<file path="config.mk">
export PLATFORM = sky130hd
export DESIGN_NAME = nvm_store_lock_control
export DESIGN_NICKNAME = d
export VERILOG_FILES = /design/src/core/nvm_ctrl_pkg.sv /design/src/core/nvm_cell_array.sv /design/src/core/nvm_store_lock_control.sv
export SDC_FILE = /design/constraint.sdc
export NUM_CORES = 1
export LEC_CHECK = 0
export BUFFER_PORTS_ARGS = -buffer_cell sky130_fd_sc_hd__buf_2
export CAP_MARGIN = 20
export CORE_AREA = 2 2 87 89
export CTS_CLUSTER_DIAMETER = 200
export CTS_CLUSTER_SIZE = 24
export DETAILED_ROUTE_END_ITERATION = 10
export DIE_AREA = 0 0 89 91
export GPL_TIMING_DRIVEN = 0
export SKIP_CTS_REPAIR_TIMING = 1
export SYNTH_ARGS = -nofsm -noshare
export SYNTH_HDL_FRONTEND = slang
export SYNTH_SLANG_ARGS = --single-unit
</file>
<file path="constraint.sdc">
create_clock -name clk_sys -period 3.2 [get_ports clk_sys]
set_clock_uncertainty 0.2 [all_clocks]
set_input_delay 0.64 -clock clk_sys [delete_from_list [all_inputs] [get_ports clk_sys]]
set_output_delay 0.64 -clock clk_sys [all_outputs]
set_load 0.005 [all_outputs]
</file>
<file path="src/core/nvm_ctrl_pkg.sv">
// package: constants for the nonvolatile store control block
// assumes a single 100 MHz system clock and an external register access port
package nvm_ctrl_pkg;
  localparam logic [7:0] ctrl_addr = 8'hff; // control register location
  localparam int bit_start = 7; // store-start bit
  localparam int bit_lock_req = 6; // lock-request bit
  localparam int bit_lock_stat = 5; // lock-status bit
  localparam logic [7:0] ctrl_reset = 8'h00; // all fields zero after reset
  localparam int cfg_width_dflt = 16; // selected config bits to store
  localparam int cycles_per_bit = 4; // program cycles per stored bit
endpackage : nvm_ctrl_pkg

</file>
<file path="src/core/nvm_cell_array.sv">
// nonvolatile cell array model: one bit per selected config bit plus lock request
// assumes writes are only presented by the store sequencer
`timescale 1ns/10ps
`default_nettype none
module nvm_cell_array #(
  parameter int width = 17 // stored bits
) (
  input wire logic clk_sys, // system clock
  input wire logic rst, // async reset, active high
  input wire logic wr_en, // write one bit this cycle
  input wire logic [$clog2(width)-1:0] wr_idx, // bit index to write
  input wire logic wr_bit, // bit value
  output logic [width-1:0] rd_data // stored contents, registered
);
  logic [width-1:0] cells_q; // one register per stored bit

  // the index port cannot address fewer than two cells
  if (width < 2) begin : g_width_bad
    $error("width too small");
  end

  // cells keep a plain default after reset; a real array would hold across power
  always_ff @(posedge clk_sys or posedge rst) begin
    if (rst) begin
      cells_q <= '0;
    end else if (wr_en) begin
      cells_q[wr_idx] <= wr_bit;
    end
  end
  assign rd_data = cells_q;
endmodule : nvm_cell_array
`default_nettype wire

</file>
<file path="src/core/nvm_store_lock_control.sv">
// nonvolatile store and lock control with its control register
// assumes the serial register interface delivers one-cycle write/read strobes
`timescale 1ns/10ps
`default_nettype none
// Notes on behaviour
// writing one to start copies selected bits
// start bit clears itself after last bit
// lock request plus store locks permanently
// once locked, further stores are rejected
// lock status reads one when locked
// low five bits ignore writes, read zero
// lock request stored; start, status from logic
module nvm_store_lock_control #(
  parameter int cfg_width = nvm_ctrl_pkg::cfg_width_dflt // config bits to store
) (
  input wire logic clk_sys, // system clock
  input wire logic rst, // async reset, active high
  input wire logic reg_wr, // register write strobe
  input wire logic reg_rd, // register read strobe
  input wire logic [7:0] reg_addr, // register address
  input wire logic [7:0] reg_wdata, // write data
  input wire logic [cfg_width-1:0] cfg_bits, // live selected config bits
  output logic [7:0] reg_rdata, // read data, registered
  output logic [cfg_width-1:0] cfg_default, // stored defaults, registered
  output logic store_busy // store in progress, registered
);
  import nvm_ctrl_pkg::*;
  // derived sizes: the lock request rides along as the last stored bit
  localparam int nbits = cfg_width + 1; // config bits plus lock request
  localparam int iw = $clog2(nbits); // width of the bit walker index
  localparam logic [iw-1:0] last_idx = iw'(nbits - 1); // index of the lock request bit
  localparam logic [2:0] pace_last = 3'(cycles_per_bit - 1); // last pacing step of a bit
  // a whole store: every bit paced, then one finishing cycle
  localparam int store_cycles = nbits * cycles_per_bit + 1;

  // elaboration checks: the pacing counter has three bits, and a longer
  // store would outgrow the plain delay of the length check below
  if (cfg_width < 1 || cfg_width > 64) begin : g_width_bad
    $error("cfg_width out of range");
  end
  if (cycles_per_bit < 1 || cycles_per_bit > 8) begin : g_pace_bad
    $error("cycles_per_bit out of range");
  end

  // one-hot sequencer states
  typedef enum logic [2:0] {
    st_idle = 3'b001, // waiting
    st_prog = 3'b010, // programming bits
    st_done = 3'b100 // finishing
  } state_t;

  state_t state_q, state_d; // sequencer state
  logic start_q; // store-start bit
  logic lock_req_q; // lock-request register value
  logic locked_q; // permanent lock
  logic [iw-1:0] idx_q; // current bit index
  logic [2:0] pace_q; // program pacing
  logic [cfg_width:0] snap_q; // captured bits to store
  logic [7:0] rdata_q; // read data register
  logic [cfg_width-1:0] default_q; // defaults as seen by the converter
  logic busy_q; // store in progress flag
  logic [nbits-1:0] cells; // array contents

  // decode: only the control register is mapped; other addresses read zero
  wire ctrl_hit = (reg_addr == ctrl_addr);
  wire wr_ctrl = reg_wr && ctrl_hit;
  // a start is only seen while idle; a start written during a store is dropped
  wire start_req = wr_ctrl && reg_wdata[bit_start] && (state_q == st_idle);
  wire start_ok = start_req && !locked_q;
  // one bit is committed on the last pacing step of that bit
  wire bit_done = (state_q == st_prog) && (pace_q == pace_last);
  wire last_bit = bit_done && (idx_q == last_idx);
  wire cell_wr = bit_done;
  // read view: status comes from logic, reserved bits are forced to zero
  wire [7:0] ctrl_view = {start_q, lock_req_q, locked_q, 5'b0_0000};
  wire [7:0] rd_mux = ctrl_hit ? ctrl_view : 8'h00;

  // sequencer next state
  always_comb begin
    state_d = state_q;
    case (state_q)
      st_idle: begin
        if (start_ok) state_d = st_prog; // accepted start
      end
      st_prog: begin
        if (last_bit) state_d = st_done; // lock request bit written last
      end
      st_done: state_d = st_idle; // one finishing cycle
      default: state_d = st_idle;
    endcase
  end

  // state register
  always_ff @(posedge clk_sys or posedge rst) begin
    if (rst) state_q <= st_idle;
    else state_q <= state_d;
  end

  // start bit: set by a one write, cleared by hardware after last bit
  // a rejected start (locked) never sets it, so nothing appears pending
  always_ff @(posedge clk_sys or posedge rst) begin
    if (rst) start_q <= 1'b0;
    else if (start_ok) start_q <= 1'b1;
    else if (state_q == st_done) start_q <= 1'b0;
  end

  // lock request writable only while unlocked; kept in cells across power
  // a write during a store leaves it alone, so the snapshot stays meaningful
  always_ff @(posedge clk_sys or posedge rst) begin
    if (rst) lock_req_q <= 1'b0;
    else if (wr_ctrl && !locked_q && state_q == st_idle) lock_req_q <= reg_wdata[bit_lock_req];
  end

  // lock is sticky; only reset of the model clears it (power cycle re-reads cells)
  // it takes effect at the end of the store that carried the request
  always_ff @(posedge clk_sys or posedge rst) begin
    if (rst) locked_q <= 1'b0;
    else if (state_q == st_done && snap_q[cfg_width]) locked_q <= 1'b1;
  end

  // snapshot and bit walker
  // the request bit is taken from the write itself: a start written together
  // with a lock request must store and apply that same request
  always_ff @(posedge clk_sys or posedge rst) begin
    if (rst) begin
      snap_q <= '0;
      idx_q <= '0;
      pace_q <= '0;
    end else if (start_ok) begin
      snap_q <= {reg_wdata[bit_lock_req], cfg_bits};
      idx_q <= '0;
      pace_q <= '0;
    end else if (state_q == st_prog) begin
      pace_q <= bit_done ? 3'b000 : pace_q + 3'b001;
      if (bit_done && !last_bit) idx_q <= idx_q + iw'(1);
    end
  end

  // cell array: one bit written per paced bit, on its last pacing step
  nvm_cell_array #(.width(nbits)) u_cells (
    .clk_sys(clk_sys),
    .rst(rst),
    .wr_en(cell_wr),
    .wr_idx(idx_q),
    .wr_bit(snap_q[idx_q]),
    .rd_data(cells)
  );

  // registered outputs; defaults trail the cells by one cycle
  always_ff @(posedge clk_sys or posedge rst) begin
    if (rst) begin
      rdata_q <= ctrl_reset;
      default_q <= '0;
      busy_q <= 1'b0;
    end else begin
      if (reg_rd) rdata_q <= rd_mux; // read data holds until the next read
      default_q <= cells[cfg_width-1:0];
      busy_q <= (state_d != st_idle); // rises at the edge that takes the write
    end
  end
  assign reg_rdata = rdata_q;
  assign cfg_default = default_q;
  assign store_busy = busy_q;

  // assertions
  // the finishing cycle always clears the start bit
  a_start_clears: assert property (@(posedge clk_sys) disable iff (rst)
    (state_q == st_done) |=> !start_q)
    else $error("start bit not cleared");

  // a locked store never leaves idle again
  a_locked_rejects: assert property (@(posedge clk_sys) disable iff (rst)
    (locked_q && state_q == st_idle) |=> state_q == st_idle)
    else $error("store while locked");

  // the lock can never be undone
  a_lock_sticky: assert property (@(posedge clk_sys) disable iff (rst)
    locked_q |=> locked_q)
    else $error("lock undone");

  // reserved bits never show anything
  a_reserved_zero: assert property (@(posedge clk_sys) disable iff (rst)
    reg_rdata[4:0] == 5'b0_0000)
    else $error("reserved bits nonzero");

  // status read shows the lock as it stood at the read
  a_status_read: assert property (@(posedge clk_sys) disable iff (rst)
    (reg_rd && ctrl_hit) |=> reg_rdata[bit_lock_stat] == $past(locked_q))
    else $error("bad status");

  // an accepted start sets the bit and begins programming
  a_start_sets: assert property (@(posedge clk_sys) disable iff (rst)
    start_ok |=> start_q && state_q == st_prog)
    else $error("start ignored");

  // a stored lock request locks at the end of its store
  a_lock_follows: assert property (@(posedge clk_sys) disable iff (rst)
    (state_q == st_done && snap_q[cfg_width]) |=> locked_q)
    else $error("lock missed");

  // the lock request lands in the last cell
  a_req_stored: assert property (@(posedge clk_sys) disable iff (rst)
    (cell_wr && idx_q == last_idx) |=> cells[cfg_width] == $past(snap_q[cfg_width]))
    else $error("req not stored");

  // a locked array never changes again
  a_cells_frozen: assert property (@(posedge clk_sys) disable iff (rst)
    locked_q |=> $stable(cells))
    else $error("cells changed while locked");

  // busy spans every paced bit plus the finishing cycle
  a_store_length: assert property (@(posedge clk_sys) disable iff (rst)
    $rose(store_busy) |-> ##store_cycles $fell(store_busy))
    else $error("store length wrong");

  // main scenarios: a finished store, a lock, a refused start, a bare request write
  c_store: cover property (@(posedge clk_sys) disable iff (rst) state_q == st_done);
  c_lock: cover property (@(posedge clk_sys) disable iff (rst) $rose(locked_q));
  c_reject: cover property (@(posedge clk_sys) disable iff (rst) start_req && locked_q);
  c_req_only: cover property (@(posedge clk_sys) disable iff (rst)
    wr_ctrl && reg_wdata[bit_lock_req] && !reg_wdata[bit_start] && !locked_q);
endmodule : nvm_store_lock_control
`default_nettype wire

</file>
==> summary.txt <==
Routing
  – Wire per inst: 13.11 microns
  – WL final: 4.784 mm
  – # DRC: 0
  – DR pass1 iterations: 4
  – Vias per cell: 4.564
  – Wire length on met2: 2.182 mm
  – DR iter-0 viols: 97
  – Final antenna-violating net count: 0
  – Metal1 wirelength: 2.228 mm
  – WL met3: 249 microns
  – Vias post-DR: 1666
  – Top sig layer: met4

Placed design
  – Hpwl dp: 3.378 mm
  – Routability cong.: 0.7666
  – # port buffers: 49
  – Placement Setup Slack: 0.8145 ns

Cells and area
  – Post-layout net count: 302
  – Ant diodes: 0
  – P&R area growth vs syn: 21.33%
  – Layout cell share with drive strength beyond 1: 44.74%
  – Core Util, Final: 47.56%

Synthesis
  – Top FF cell, synth: dfrtp_1
  – FFs w/ async S/R, synth: 100.0%
  – Syn_area_per_cell: 14.27 sq um
  – Yosys warnings: 0
  – Synth Area in Compound Gates: 2.773%
  – Post-synthesis cell type count: 37
  – Register area share after synthesis: 59.97%
  – Mapped Area: 2798 sq um
  – Number of flops mapped to enable cells by yosys: 0
  – Adder-cell area share of the yosys netlist: 2.236%
  – Yosys reg bits: 67
  – Main combinational cell family by area after synthesis: multiplexers
  – Simple-gate share of the synthesized area: 11.27%
  – Post-Synth XOR/XNOR Area: 0.6261%
  – Synthesized instance count: 196
  – Mux contribution to synthesized area: 18.96%

Global routing
  – Initial antenna violation count: 0
  – Largest net degree at the start of global routing: 37
  – Vias in the first global route: 1667
  – First-pass GRT wire length: 8.066 mm
  – Total Routing Usage GR: 13.51%
  – Gr ovfl total: 0

Worst setup path
  – Critical Path Fanout Max: 7
  – R2r setup slk: 1.09 ns
  – Cells on worst reg2reg path: 7
  – Worst EP required: 3.24 ns
  – Setup crit end kind: register
  – Critical Path Source Type: register
  – Crit path kind: reg2reg
  – WP data arrival: 2.15 ns

Timing
  – Fin. max-slew vios: 0
  – Setup ws final: 1.092 ns
  – Fin crit share: 65.88%
  – Setup Total Neg Slack: 0 ns
  – RSZ-0062 raised after global routing: false
  – Achievable Freq: 474.3 MHz
  – Final Hold Viols: 0
  – Setup violations, final: 0
  – Final hold slack: 0.1735 ns
  – Relative slew slack: 54.56%
  – Post-route minimum period: 2.108 ns
  – Worst slew pin tran: 0.6806 ns

Floorplanning
  – Die width: 89 microns
  – IO Pins: 61
  – Core area: 7137 sq um
  – Initial Util: 39.20%
  – Core Rows: 31
  – Chip Height: 91 microns
  – Die area: 8099 sq um

Min path
  – Hold WC Path Type: reg2reg
  – Worst Hold Depth: 0

Power
  – Combinational share of power: 5.0%
  – Leak Pwr: 1.740 nW
  – Pwr/cell area: 478.5 nW/um^2
  – Internal power: 1.252 mW
  – NetSw: 372.4 uW
  – Worst vdd ir: 0.1839 mV
  – Total chip power: 1.624 mW
  – Reg power frac: 53.2%
  – Clock Power Share: 41.8%
  – Switching share of power: 22.93%

Clock network
  – Clock Path Buffers: 2
  – CTS tree: done
  – Root Buffer: clkbuf_8
  – CTS clk-pin slew, worst paths: 0.07 ns
  – Worst-Skew Late Latency: 0.34 ns
  – CTS H-tree depth: 3
  – Sink Count: 67
  – Number of CTS-inserted buffers: 9

Job
  – Total of max-cap violations: 0

Outcome
  – Status: finished, final reports clean
[layout by cell type (no fill, tap or decap), types with 3 or more instances in the layout]
| cell | synthesis | final |
|---|---|---|
| clkinv_2 | 0 | 3 |
| inv_1 | 4 | 3 |
| nand2_1 | 12 | 12 |
| clkbuf_8 | 0 | 9 |
| nor3_1 | 4 | 4 |
| a21oi_1 | 5 | 5 |
| nor3b_1 | 3 | 3 |
| mux2_2 | 22 | 22 |
| dfrtp_1 | 66 | 66 |
| ha_1 | 5 | 5 |
| nand3_1 | 15 | 15 |
| mux2_4 | 10 | 10 |
| a22o_1 | 3 | 3 |
| mux4_2 | 4 | 4 |
| buf_4 | 5 | 5 |
| buf_2 | 2 | 51 |
| nor2_1 | 7 | 7 |
| conb_1 | 1 | 5 |
[cell type report]
type	count	area [sq um]
Buffer	12	97.59
Clock buffer	9	123.9
Clock inverter	7	68.82
Fill cell	673	3742
Inverter	4	15.01
Multi-Input combinational cell	117	1022
Sequential cell	67	1678
Tap cell	99	123.9
Timing Repair Buffer	50	265.3
[stage by stage]
| step | area [sq um] | cells |
|---|---|---|
| 2_1_floorplan | 2813 | 200 |
| 3_3_place_gp | 3182 | 348 |
| 3_5_place_dp | 3202 | 349 |
| 4_1_cts | 3395 | 365 |
| 5_1_grt | 3395 | 365 |
| 6_report | 3395 | 365 |
[final timing paths]
kind / from / endpoint
worst max-delay path: idx_q[0]$_DFFE_PP0P_ / idx_q[1]$_DFFE_PP0P_
worst min-delay path: u_cells.rd_data[8]$_DFFE_PP0P_ / cfg_default[8]$_DFF_PP0_
worst max register to register: idx_q[0]$_DFFE_PP0P_ / idx_q[1]$_DFFE_PP0P_
worst min register to register: u_cells.rd_data[8]$_DFFE_PP0P_ / cfg_default[8]$_DFF_PP0_
max in group asynchronous: rst / cfg_default[14]$_DFF_PP0_
min in group asynchronous: rst / snap_q[8]$_DFFE_PP0N_
[kinds of logic (layout without fill, tap and decap cells)]
kind of cell | Yosys count | in the layout
DFF | 67 | 67
and+or+nand+nor | 54 | 54
muxes | 40 | 40
buffers and inverters | 16 | 82
AOI/OAI and AO/OA | 11 | 11
adders and majority gates | 5 | 5
xor gates and xnor gates | 2 | 2
other | 1 | 5
[power groups by stage]
stage               Combinational (mW)  Sequential (mW)  Clock, mW
CTS                             0.0829            0.864      0.706
global placement                0.0785            0.880          0
floorplan                       0.0508            0.878          0
detailed placement              0.0826            0.881          0
global route                    0.0928            0.865      0.746
finish                          0.0805            0.864      0.679
[critical path, stage by stage, from the launching register on]
cell      delay, ns
dfrtp_1        0.40
buf_2          0.20
inv_1          0.12
ha_1           0.28
nor4bb_1       0.43
nor3_1         0.16
mux2i_1        0.17
nor2_1         0.05
[layer usage]
metal,track usage [%],up-vias
li1,-,815
met1,18.48,795
met2,18.53,43
met3,5.091,13
met4,6.965,0
met5,0,-
[Yosys cell counts, types with 2 or more instances]
master    number  area share (%)
dfrtp_1       66              59
mux2_2        22             8.9
nand3_1       15             2.7
nand2_1       12             1.6
mux2_4        10             5.4
nor2_1         7            0.94
a21oi_1        5            0.89
buf_4          5             1.3
ha_1           5             2.2
inv_1          4            0.54
mux4_2         4             3.2
nor3_1         4            0.72
a22o_1         3            0.94
nor3b_1        3            0.80
and2_1         2            0.45
buf_2          2            0.36
buf_6          2            0.80
clkbuf_1       2            0.27
mux2_1         2            0.80
mux2i_1        2            0.72
nand4_1        2            0.45
xnor2_1        2            0.63
[sequential cells by signal, indices dropped and copies added (netlist names), 3 cells and up]
signal and count:
u_cells.rd_data 16, cfg_default 16, pace_q 3, reg_rdata 3
snap_q 17, idx_q 5, state_q 3
Note: power is estimated with default switching activity, not from simulation.
